## src/crst_pkg.sv

```systemverilog
// Purpose: Shared constants and types for the rotate, subtract and table-read execution unit.
// Assumes: APB with 32-bit data, one aligned word per register.
// Notes: Opcode prefixes sit in bits 15:8 of the 16-bit instruction word.
package crst_pkg;

  // ----------------------------------------------------------------
  // Register map
  // ----------------------------------------------------------------
  localparam logic [7:0] OFS_TPB = 8'h00;
  localparam logic [7:0] OFS_INSTR = 8'h04;
  localparam logic [7:0] OFS_ACC = 8'h08;
  localparam logic [7:0] OFS_STATUS = 8'h0C;
  localparam logic [7:0] OFS_DPTR = 8'h10;
  localparam logic [7:0] OFS_DDATA = 8'h14;

  // ----------------------------------------------------------------
  // Status bit positions and reset values
  // ----------------------------------------------------------------
  localparam int ST_C = 0;
  localparam int ST_DC = 1;
  localparam int ST_Z = 2;
  localparam int ST_ILLEGAL = 4;
  localparam int ST_SLEEP = 5;
  localparam int ST_BUSY = 6;
  localparam logic [7:0] RST_BYTE = 8'h00;
  localparam logic [15:0] RST_WORD = 16'h0000;

  // ----------------------------------------------------------------
  // Instruction encodings
  // ----------------------------------------------------------------
  localparam int BIT_IND = 7;
  localparam int BIT_DEST = 6;
  localparam logic [7:0] OPC_ROTL = 8'h1C;
  localparam logic [7:0] OPC_ROTR = 8'h1D;
  localparam logic [7:0] OPC_SUBF = 8'h1F;
  localparam logic [7:0] OPC_SWAP = 8'h1A;
  localparam logic [7:0] OPC_SKIP_ON_ZERO_OP = 8'h20;
  localparam logic [7:0] OPC_SUBL = 8'h0D;
  localparam logic [7:0] OPC_XORL = 8'h0B;
  localparam logic [7:0] OPC_TBL = 8'h2F;
  localparam logic [15:0] OPC_SLEEP = 16'h0202;

  // ----------------------------------------------------------------
  // Execution states
  // ----------------------------------------------------------------
  typedef enum logic [2:0] {
    CRST_IDLE = 3'b000,
    CRST_INDIR = 3'b001,
    CRST_EXEC = 3'b010,
    CRST_TBL = 3'b011,
    CRST_SKIP = 3'b100,
    CRST_SLEEP = 3'b101
  } crst_state_t;

endpackage

```

## src/crst_core.sv

```systemverilog
// Purpose: Executes rotate, skip, sleep, subtract, swap, xor and table-read instructions.
// Assumes: Instructions are issued by an APB write to the instruction register.
// Notes: Program memory read port is combinational, sampled one cycle after the address.
//
// How it works
// RQ1: Rotate-left prefix 1C decoded; bit 7 indirect; one cycle direct, two indirect.
// RQ2: Rotate-left shifts up, carry into bit 0, old bit 7 to carry only.
// RQ3: Rotate-right prefix 1D decoded; bit 7 indirect; one cycle direct, two indirect.
// RQ4: Rotate-right shifts down, carry into bit 7, old bit 0 to carry only.
// RQ5: Skip-on-zero tests operand, skips next when zero, extra cycle, flags untouched.
// RQ6: Sleep takes one cycle and halts until any enabled interrupt, ignoring global enable.
// RQ7: While asleep the instruction oscillator stops and analog power stays on.
// RQ8: Subtract-W-from-register writes register minus W to W or register.
// RQ9: Both subtracts set carry, half carry and zero from the result.
// RQ10: Subtract-immediate takes the literal from W into W in one cycle.
// RQ11: Nibble exchange swaps halves of operand into W or register, no flags.
// RQ12: Xor-immediate into W in one cycle, zero flag follows the result.
// RQ13: Table read takes two cycles, loads a program byte into W, no flags.
// RQ14: Table address is page base bits 5:0 above operand bits 7:1.
// RQ15: Odd operand returns upper program byte, even operand the lower byte.
// RQ16: Bit 6 set writes the register, clear writes W.
// RQ17: Indirect bit uses register contents as data address, costing one cycle.
`timescale 1ns/100ps
module crst_core
  import crst_pkg::*;
#(
  parameter int ADDR_W = 8,
  parameter int PM_AW = 13,
  parameter int DM_DEPTH = 256
) (
  input wire logic pclk,
  input wire logic presetn,
  input wire logic psel,
  input wire logic penable,
  input wire logic pwrite,
  input wire logic [ADDR_W-1:0] paddr,
  input wire logic [31:0] pwdata,
  output logic [31:0] prdata,
  output logic pready,
  output logic pslverr,
  output logic [PM_AW-1:0] pm_addr,
  output logic pm_rd,
  input wire logic [15:0] pm_rdata,
  input wire logic irq_wake,
  output logic osc_run,
  output logic analog_pwr_en,
  output logic skip_next
);

  // ----------------------------------------------------------------
  // Helpers
  // ----------------------------------------------------------------
  // Subtract b from a; returns {carry, half carry, result}, carry meaning no borrow.
  function automatic logic [9:0] sub8(input logic [7:0] a, input logic [7:0] b);
    logic [8:0] full;
    logic [4:0] low;
    full = {1'b0, a} + {1'b0, ~b} + 9'h001;
    low = {1'b0, a[3:0]} + {1'b0, ~b[3:0]} + 5'h01;
    return {full[8], low[4], full[7:0]};
  endfunction

  // ----------------------------------------------------------------
  // State
  // ----------------------------------------------------------------
  crst_state_t state_reg, state_next;
  logic [15:0] op_reg, op_next;
  logic [7:0] ea_reg, ea_next;
  logic [7:0] acc_reg, acc_next;
  logic c_reg, c_next, dc_reg, dc_next, z_reg, z_next;
  logic illegal_reg, illegal_next;
  logic [7:0] tpb_reg, tpb_next;
  logic [7:0] dptr_reg, dptr_next;
  logic bsel_reg, bsel_next;
  logic [PM_AW-1:0] pm_addr_reg, pm_addr_next;
  logic pm_rd_reg, pm_rd_next;
  logic osc_run_reg, osc_run_next;
  logic analog_reg;
  logic skip_reg, skip_next_v;
  logic [31:0] prdata_reg, prdata_next;
  logic pready_reg, pready_next;
  logic pslverr_reg, pslverr_next;
  logic [7:0] dmem [DM_DEPTH];
  logic dm_we;
  logic [7:0] dm_waddr, dm_wdata;

  // Decoded fields of the held instruction.
  logic [7:0] opnd, res;
  logic [9:0] subr;
  logic is_rotl, is_rotr, is_subf, is_swap, is_skip_on_zero_op, is_subl, is_xorl, is_tbl, is_sleep, reg_fmt;
  logic xfer_done, wr_ok, addr_hit;
  logic [7:0] status_byte;

  assign opnd = dmem[ea_reg];
  assign is_rotl = op_reg[15:8] == OPC_ROTL; // [RQ1]
  assign is_rotr = op_reg[15:8] == OPC_ROTR; // [RQ3]
  assign is_subf = op_reg[15:8] == OPC_SUBF; // [RQ8]
  assign is_swap = op_reg[15:8] == OPC_SWAP; // [RQ11]
  assign is_skip_on_zero_op = op_reg[15:8] == OPC_SKIP_ON_ZERO_OP && !op_reg[BIT_DEST]; // [RQ5]
  assign is_subl = op_reg[15:8] == OPC_SUBL; // [RQ10]
  assign is_xorl = op_reg[15:8] == OPC_XORL; // [RQ12]
  assign is_tbl = op_reg[15:6] == {OPC_TBL, 2'b01}; // [RQ13]
  assign is_sleep = op_reg == OPC_SLEEP; // [RQ6]
  assign reg_fmt = is_rotl || is_rotr || is_subf || is_swap || is_skip_on_zero_op;
  assign subr = is_subl ? sub8(acc_reg, op_reg[7:0]) : sub8(opnd, acc_reg); // [RQ9]
  assign status_byte = {1'b0, state_reg != CRST_IDLE, state_reg == CRST_SLEEP, illegal_reg,
                        1'b0, z_reg, dc_reg, c_reg};

  // ----------------------------------------------------------------
  // APB slave
  // ----------------------------------------------------------------
  assign xfer_done = psel && penable && pready_reg;
  assign wr_ok = xfer_done && pwrite && !pslverr_reg;
  assign addr_hit = paddr == OFS_TPB || paddr == OFS_INSTR || paddr == OFS_ACC ||
                    paddr == OFS_STATUS || paddr == OFS_DPTR || paddr == OFS_DDATA;

  // Inserts one wait cycle so that read data and error come from flip-flops.
  always_comb begin
    pready_next = psel && penable && !pready_reg;
    pslverr_next = pready_next && !addr_hit;
    prdata_next = 32'h0000_0000;
    if (pready_next && !pwrite) begin
      case (paddr)
        OFS_TPB: prdata_next = {24'h000000, tpb_reg};
        OFS_INSTR: prdata_next = {16'h0000, op_reg};
        OFS_ACC: prdata_next = {24'h000000, acc_reg};
        OFS_STATUS: prdata_next = {24'h000000, status_byte};
        OFS_DPTR: prdata_next = {24'h000000, dptr_reg};
        OFS_DDATA: prdata_next = {24'h000000, dmem[dptr_reg]};
        default: prdata_next = 32'h0000_0000;
      endcase
    end
  end

  // Registers the bus answer.
  always_ff @(posedge pclk or negedge presetn) begin
    if (!presetn) begin
      pready_reg <= 1'b0;
      pslverr_reg <= 1'b0;
      prdata_reg <= 32'h0000_0000;
    end else begin
      pready_reg <= pready_next;
      pslverr_reg <= pslverr_next;
      prdata_reg <= prdata_next;
    end
  end

  // ----------------------------------------------------------------
  // Execution
  // ----------------------------------------------------------------
  // Computes the next core state, flags and memory write for each instruction.
  always_comb begin
    state_next = state_reg;
    op_next = op_reg;
    ea_next = ea_reg;
    acc_next = acc_reg;
    c_next = c_reg;
    dc_next = dc_reg;
    z_next = z_reg;
    illegal_next = illegal_reg;
    tpb_next = tpb_reg;
    dptr_next = dptr_reg;
    bsel_next = bsel_reg;
    pm_addr_next = pm_addr_reg;
    pm_rd_next = 1'b0;
    osc_run_next = osc_run_reg;
    skip_next_v = 1'b0;
    dm_we = 1'b0;
    dm_waddr = ea_reg;
    dm_wdata = 8'h00;
    res = 8'h00;
    // Software writes; page base and pointer at any time, the rest only while idle.
    if (wr_ok && paddr == OFS_TPB) begin
      tpb_next = pwdata[7:0];
    end
    if (wr_ok && paddr == OFS_DPTR) begin
      dptr_next = pwdata[7:0];
    end
    if (wr_ok && state_reg == CRST_IDLE) begin
      case (paddr)
        OFS_ACC: acc_next = pwdata[7:0];
        OFS_STATUS: begin
          c_next = pwdata[ST_C];
          dc_next = pwdata[ST_DC];
          z_next = pwdata[ST_Z];
          if (pwdata[ST_ILLEGAL]) begin
            illegal_next = 1'b0;
          end
        end
        OFS_DDATA: begin
          dm_we = 1'b1;
          dm_waddr = dptr_reg;
          dm_wdata = pwdata[7:0];
        end
        OFS_INSTR: begin
          op_next = pwdata[15:0];
          ea_next = {2'b00, pwdata[5:0]};
          // Only register formats go indirect; in literal formats bit 7 is part of the data.
          state_next = pwdata[BIT_IND] && pwdata[15:8] inside {OPC_ROTL, OPC_ROTR, OPC_SUBF, OPC_SWAP, OPC_SKIP_ON_ZERO_OP} ?
                       CRST_INDIR : CRST_EXEC; // [RQ17]
        end
        default: state_next = state_reg;
      endcase
    end
    case (state_reg)
      CRST_IDLE: state_next = state_next;
      CRST_INDIR: begin
        ea_next = opnd; // [RQ17]
        state_next = CRST_EXEC;
      end
      CRST_EXEC: begin
        state_next = CRST_IDLE;
        if (is_rotl) begin
          res = {opnd[6:0], c_reg}; // [RQ2]
          c_next = opnd[7];
        end else if (is_rotr) begin
          res = {c_reg, opnd[7:1]}; // [RQ4]
          c_next = opnd[0];
        end else if (is_subf || is_subl) begin
          res = subr[7:0]; // [RQ9]
          c_next = subr[9];
          dc_next = subr[8];
          z_next = subr[7:0] == 8'h00;
        end else if (is_swap) begin
          res = {opnd[3:0], opnd[7:4]}; // [RQ11]
        end else if (is_xorl) begin
          res = acc_reg ^ op_reg[7:0]; // [RQ12]
          z_next = res == 8'h00;
        end
        if (is_rotl || is_rotr || is_subf || is_swap) begin
          if (op_reg[BIT_DEST]) begin
            dm_we = 1'b1; // [RQ16]
            dm_wdata = res;
          end else begin
            acc_next = res;
          end
        end else if (is_subl || is_xorl) begin
          acc_next = res; // [RQ10]
        end else if (is_skip_on_zero_op) begin
          if (opnd == 8'h00) begin
            state_next = CRST_SKIP; // [RQ5]
            skip_next_v = 1'b1;
          end
        end else if (is_tbl) begin
          pm_addr_next = {tpb_reg[5:0], opnd[7:1]}; // [RQ14]
          bsel_next = opnd[0];
          pm_rd_next = 1'b1;
          state_next = CRST_TBL;
        end else if (is_sleep) begin
          osc_run_next = 1'b0; // [RQ7]
          state_next = CRST_SLEEP;
        end else if (!reg_fmt) begin
          illegal_next = 1'b1;
        end
      end
      CRST_TBL: begin
        acc_next = bsel_reg ? pm_rdata[15:8] : pm_rdata[7:0]; // [RQ15]
        state_next = CRST_IDLE;
      end
      CRST_SKIP: state_next = CRST_IDLE;
      CRST_SLEEP: begin
        if (irq_wake) begin
          osc_run_next = 1'b1; // [RQ6]
          state_next = CRST_IDLE;
        end
      end
      default: state_next = CRST_IDLE;
    endcase
  end

  // Registers the core state; the data file is written by its own block below.
  always_ff @(posedge pclk or negedge presetn) begin
    if (!presetn) begin
      state_reg <= CRST_IDLE;
      op_reg <= RST_WORD;
      ea_reg <= RST_BYTE;
      acc_reg <= RST_BYTE;
      c_reg <= 1'b0;
      dc_reg <= 1'b0;
      z_reg <= 1'b0;
      illegal_reg <= 1'b0;
      tpb_reg <= RST_BYTE;
      dptr_reg <= RST_BYTE;
      bsel_reg <= 1'b0;
      pm_addr_reg <= '0;
      pm_rd_reg <= 1'b0;
      osc_run_reg <= 1'b1;
      analog_reg <= 1'b1;
      skip_reg <= 1'b0;
    end else begin
      state_reg <= state_next;
      op_reg <= op_next;
      ea_reg <= ea_next;
      acc_reg <= acc_next;
      c_reg <= c_next;
      dc_reg <= dc_next;
      z_reg <= z_next;
      illegal_reg <= illegal_next;
      tpb_reg <= tpb_next;
      dptr_reg <= dptr_next;
      bsel_reg <= bsel_next;
      pm_addr_reg <= pm_addr_next;
      pm_rd_reg <= pm_rd_next;
      osc_run_reg <= osc_run_next;
      analog_reg <= 1'b1; // [RQ7]
      skip_reg <= skip_next_v;
    end
  end

  // Data file write port; contents are not reset.
  always_ff @(posedge pclk) begin
    if (dm_we) begin
      dmem[dm_waddr] <= dm_wdata;
    end
  end

  // Outputs straight from flip-flops.
  assign prdata = prdata_reg;
  assign pready = pready_reg;
  assign pslverr = pslverr_reg;
  assign pm_addr = pm_addr_reg;
  assign pm_rd = pm_rd_reg;
  assign osc_run = osc_run_reg;
  assign analog_pwr_en = analog_reg;
  assign skip_next = skip_reg;
endmodule

```

## config.mk

```make
export PLATFORM = sky130hd
export DESIGN_NAME = crst_core
export DESIGN_NICKNAME = d
export VERILOG_FILES = /design/src/crst_pkg.sv /design/src/crst_core.sv
export SDC_FILE = /design/constraint.sdc
export NUM_CORES = 2
export LEC_CHECK = 0
export BUFFER_PORTS_ARGS = -buffer_cell sky130_fd_sc_hd__buf_2
export CELL_PAD_IN_SITES_DETAIL_PLACEMENT = 2
export CELL_PAD_IN_SITES_GLOBAL_PLACEMENT = 2
export CORE_AREA = 2 2 640 642
export CTS_CLUSTER_SIZE = 20
export DETAILED_ROUTE_END_ITERATION = 8
export DIE_AREA = 0 0 642 644
export PLACE_DENSITY_LB_ADDON = 0.1
export SLEW_MARGIN = 40
export SYNTH_ARGS = -nofsm -noshare
export SYNTH_HDL_FRONTEND = slang
export SYNTH_SLANG_ARGS = --single-unit
```

## constraint.sdc

```tcl
create_clock -name pclk -period 17.4 [get_ports pclk]
set_clock_uncertainty 0.15 [all_clocks]
set_input_delay 0.87 -clock pclk [delete_from_list [all_inputs] [get_ports pclk]]
set_output_delay 0.87 -clock pclk [all_outputs]
set_load 0.02 [all_outputs]
```

; ---- After elaboration in Yosys (flattened, before gate mapping)
; Memories as Yosys holds them, arrays and structs flattened.
; Index checks and enable logic that the tools add are counted.
[totals]
register_bits = 106
latchBits = 0
ram_bits = 2048
romBits = 0
input_bits = 62
out_inout_bits = 51
n_memories = 1
[classes]
add_sub_neg = 8
mul = 0
div_mod_pow = 0
n_lt_le_gt_ge = 0
n_eq_ne = 29
n_shift = 0
mux = 90
bitwise = 8
n_reduce_logical = 42
[memory_table]
columns = memory, depth, width, read_ports, rd_clocked_by_memory_dff, write_ports, line_no
row1 = dmem, 256, 8, 2, 0, 1, crst_core.sv:82  ; logic [7:0] dmem [DM_DEPTH];
[op_table]
columns = operator, n
row1 = $mux 8, 21
row2 = $pmux 16 s6, 1
row3 = $eq 8x5->1 const B, 10
row4 = $mux 1, 53
row5 = $eq 8x4->1 const B, 4
row6 = $logic_not 8->1, 4
row7 = $mux 3, 9
row8 = $add 8x8->9, 2
row9 = $add 9x1->9 const B, 2
row10 = $eq 16x10->1 const B, 1
row11 = $eq 8x6->1 const B, 2
row12 = $mux 16, 1
row13 = $not 8->8, 2
row14 = $pmux 8 s2, 1
row15 = $logic_and 1x1->1, 12
row16 = $ne 2x2->1 const B, 6
row17 = $pmux 3 s4, 1
row18 = $logic_or 1x1->1, 11
row19 = $add 4x4->5, 2
row20 = $add 5x1->5 const B, 2
row21 = $eq 10x8->1 const B, 1
row22 = $mux 10, 1
row23 = $eq 8x3->1 const B, 1
row24 = $not 4->4, 2
row25 = 15 further kinds, 25

; ---- Logic depth before layout (Yosys ltp)
[depth]
depth_word = 13
depth_mapped = 24
ltp_nobuf = 18

; ---- Least setup slack after synthesis
; OpenSTA, ideal clock, no wires.
[synth_timing]
path_type = reg-to-reg
start = reg ea_reg[0]
end = mem dmem[0][7] (data pin)
setup_time_ps = 2191
arrival_ps = 13788
path_slack_ps = 1271
path_stages_with_launch = 21
path_buffers = 5
period_less_slack_ps = 16129
cell_sequence = dfrtp_1 > buf_6 > buf_12 > buf_8 > buf_6 > buf_4 > mux4_2 > a221oi_1 > o22ai_1 > nor3_1 > nor3_4 > ha_1 > nor2b_1 > o21a_1 > o21a_1 > o31ai_1 > a21oi_1 > xnor2_1 > nand2_1 > nand4_1 > o21ai_0
[synth_via]
elab_chain_len = 10
elab_cells_between_ends = 11
cone_classes = add/sub (2) / mux (8) / memory (1)
[synth_lines]
columns = item, line_no
row1 = from (decl), crst_core.sv:67  ; logic [7:0] ea_reg, ea_next;
row2 = from (signal assigned), crst_core.sv:292  ; ea_reg <= ea_next;
row3 = $mem_v2 256x8, --
row4 = net opnd[1], crst_core.sv:87  ; logic [7:0] opnd, res;
row5 = $add 8x8->9, crst_core.sv:57  ; full = {1'b0, a} + {1'b0, ~b} + 9'h001;
row6 = $add 9x1->9, crst_core.sv:57
row7 = $mux 10, crst_core.sv:104  ; assign subr = is_subl ? sub8(acc_reg, op_reg[7:0]) : sub8(opnd, acc_reg);
row8 = $mux 8, crst_core.sv:218  ; end else if (is_subf || is_subl) begin
row9 = $mux 8, crst_core.sv:215  ; end else if (is_rotr) begin
row10 = $mux 8, crst_core.sv:212  ; if (is_rotl) begin
row11 = $mux 8, crst_core.sv:230  ; if (op_reg[BIT_DEST]) begin
row12 = $mux 8, crst_core.sv:229  ; if (is_rotl || is_rotr || is_subf || is_swap) begin
row13 = $mux 8, crst_core.sv:204  ; case (state_reg)
row14 = net dm_wdata[7], crst_core.sv:84  ; logic [7:0] dm_waddr, dm_wdata;
row15 = to (decl), crst_core.sv:82
; The timed path passes the listed nets, and every way through them passes these cells.

; ---- Worst setup path after layout
[layout_timing]
start = reg ea_reg[0]
end = mem dmem[229][6] (data pin)
[layout_via]
elab_chain_len = 10
elab_cells_between_ends = 11
cone_classes = add/sub (2) / mux (8) / memory (1)
[layout_lines]
columns = item, line_no
row1 = $mem_v2 256x8 (*), --
row2 = $add 8x8->9, crst_core.sv:57
row3 = $add 9x1->9, crst_core.sv:57
row4 = $mux 10, crst_core.sv:104
row5 = $mux 8, crst_core.sv:218
row6 = $mux 8, crst_core.sv:215
row7 = $mux 8 (*), crst_core.sv:212
row8 = $mux 8 (*), crst_core.sv:230
row9 = $mux 8 (*), crst_core.sv:229
row10 = $mux 8 (*), crst_core.sv:204
row11 = net dm_wdata[6], crst_core.sv:84
; Mark *: on every way through the listed nets, which the timed path passes. The rest lies on a longest branch.

==> reports/qor.yml <==
postLayoutCellArea_um2: 118000
status: "completed"
cts_tree: "done"
synth_edf_count: 2048
fin_nets: 5471
globalRoute.totalOverflow: 0
cts_max_path_buffers: 4
tightestPinTransition_ns: 1.01
finalSetupTns_ns: 0
ys_seq_elements: 2138
synth_area_um2: 101000
fin_hold_ws_ns: 0.106
hold_path_class: "input pin to register"
final_common_cell: "edfxtp_1"
reg2regPathDepth: 23
cts-root-buf: "clkbuf_16"
worstSetupPathType: "register to register"
dpl_cell_area_um2: 109000
drv_slew: 0
post-route-period-util: 0.558
min_period_ns: 9.71
cts_resized: 0
cp_max_fo: 82
first_global_vias: 61800
dieArea_um2: 413000
clk_pin_slew_ns: 0.06
dp_hpwl_um: 269000
comb_power_share: 0.014
cellPowerDensity_nw_per_um2: 96.2
yosysTopAreaCell: "edfxtp_1"
grtUsageMet1: 0.270
switching_share: 0.218
cap_violations: 0
track_usage: 0.193
crit_path_max_incr_delay_ns: 0.82
grt_pass1_wl_um: 557000
path_buf_inv: 6
p_clk_frac: 0.496
clock.fmax_mhz: 103
holdPathStages: 3
grtUsageMet2: 0.320
rows: 235
grt_antenna_before_repair: 31
gp_congestion: 0.788
busiest_layer: "met2"
fin_total_pwr_mw: 11.4
remaining_drc_errors: 0
start_kind: "register"
insertion_delay_ns: 0.93
required_ns: 17.85
die_h_um: 644
vias_per_cell: 5.09
dr.pass1.iters: 5
wire_per_inst_um: 36.6
finalHoldViolCount: 0
arrival_ns: 10.16
synth_top_area_share: 0.608
cts_hold_buf: 7
ios: 113
yosysWarnings: 0
internal-power_mw: 8.89
syn2layout_area_growth_pct: 16.6
cts_setup_buffers: 0
max-slew-margin-rel: 0.323
htree_levels: 5
ys_seq_area_frac: 0.630
critPathTopFamily: "buffers and inverters"
crit_cells: 23
setup_viol: 0
worst_path_max_delay_cell: "dfrtp_4"
leakage_nw: 35.1
ys_types: 98
grt_max_degree: 113
initial_core_util: 0.248
synth_area_leaders: "edfxtp_1 (61%), mux4_2 (25%), dfrtp_1 (2.2%)"
grt_util_met3: 0.0233
drt-total-wl_um: 405000
worstPathCellList: "buf_12, buf_4, buf_4, mux4_2, a22oi_1, a21oi_1, nor2_1, a31oi_2, nand3_4, ha_1, inv_1, fa_1, a21o_1, a21oi_1, o21bai_1, a21oi_1, xnor2_1, o221ai_1, a221oi_2, a22oi_1, a22o_4, buf_4, buf_6"
clkSinkCount: 2138
dieWidth_um: 642
avgSynthCellArea_um2: 19.5
drt-initial-drc-count: 4736
final_cell_mix: "edfxtp_1 (2048), mux4_2 (1116), clkbuf_16 (281)"
seqPwrFrac: 0.490
ant_nets: 0
cts_buffers: 274
largest_reg_flops: 2048
rsz0062_at_grt: "false"
coreArea_um2: 408000
vias: 56300
ir_drop_v: 0.0000586
final_layout_size_suffix_gt1_frac: 0.385
synth_top_flop_cell: "edfxtp_1"
synthesis.instances: 5195
synthArstFlopShare: 0.0421
io_buffers: 79
cp-end-kind: "register"
p_switching_mw: 2.47
[tightest hold or removal path, cell delays in order]
cell     delay [ns]
buf_2          0.10
inv_1          0.07
o21ai_0        0.09
[metal layers]
layer  wire length [um]  share of wire
met5                  0              0
met4              10800          0.027
met3              16100          0.040
met2             194000           0.48
met1             184000           0.45
[area by class of cell]
type	instances	area [um2]
antenna	10	25.0
clock buffer	351	7320
clock inverter	136	1330
fill	41200	289000
inverter	31	119
multi-input combinational	2600	35800
sequential	2138	63800
tap	5451	6820
timing repair buffer	346	2840
[power groups by stage]
stage | logic [mW] | clock network [mW] | registers (mW)
CTS | 0.165 | 5.82 | 5.56
global placement | 0.161 | 0 | 5.67
floorplan | 0.0984 | 0 | 5.66
global route | 0.173 | 5.99 | 5.56
finish | 0.162 | 5.64 | 5.56
detailed placement | 0.163 | 0 | 5.67
[cells by family (layout without fill, tap and decap cells)]
group / count (synthesis) / after routing / share of synthesized area
other cells: 2 / 27 / 0.0000742
buf+inv: 472 / 864 / 0.0259
compound gates: 556 / 556 / 0.0390
mux: 1313 / 1313 / 0.270
fa+ha+maj: 18 / 18 / 0.00237
simple gates: 686 / 686 / 0.0320
xor+xnor: 10 / 10 / 0.000866
flops: 2138 / 2138 / 0.630
[final timing paths]
path | from | endpoint | slack [ns]
hold reg to reg | pm_addr[5] | pm_addr[5] | 0.33
hold / removal | pwdata[12] | op_reg[12] | 0.11
setup / recovery | ea_reg[0] | dmem[229][6] | 7.69
max in group asynchronous | presetn | pm_rd | 15.79
setup reg to reg | ea_reg[0] | dmem[229][6] | 7.69
min in group asynchronous | presetn | acc_reg[7] | 0.35
[per-stage QoR]
step           utilization  instances  worst slack, ns
2_1_floorplan            -       5210             1.27
3_3_place_gp         0.266      10500             6.95
3_5_place_dp         0.268      10600             7.50
4_1_cts              0.289      11000             7.47
5_1_grt              0.290      11100             7.10
6_report             0.290      11100             7.69
[Yosys cell counts (20+ instances only)]
cell type  number
edfxtp_1     2048
mux4_2       1116
nor2_1        290
clkbuf_1      216
a22oi_1       175
nand2_1       158
mux2i_1       153
a21oi_1       104
dfrtp_1        89
buf_2          88
nand3_1        60
buf_1          48
o21ai_0        46
a22o_1         35
buf_4          34
mux2_2         34
nor3_1         32
inv_1          29
o22ai_1        25
a221oi_1       24
a31oi_1        21
buf_6          21
nor4_1         20
Note: power is estimated with default switching activity, not from simulation.
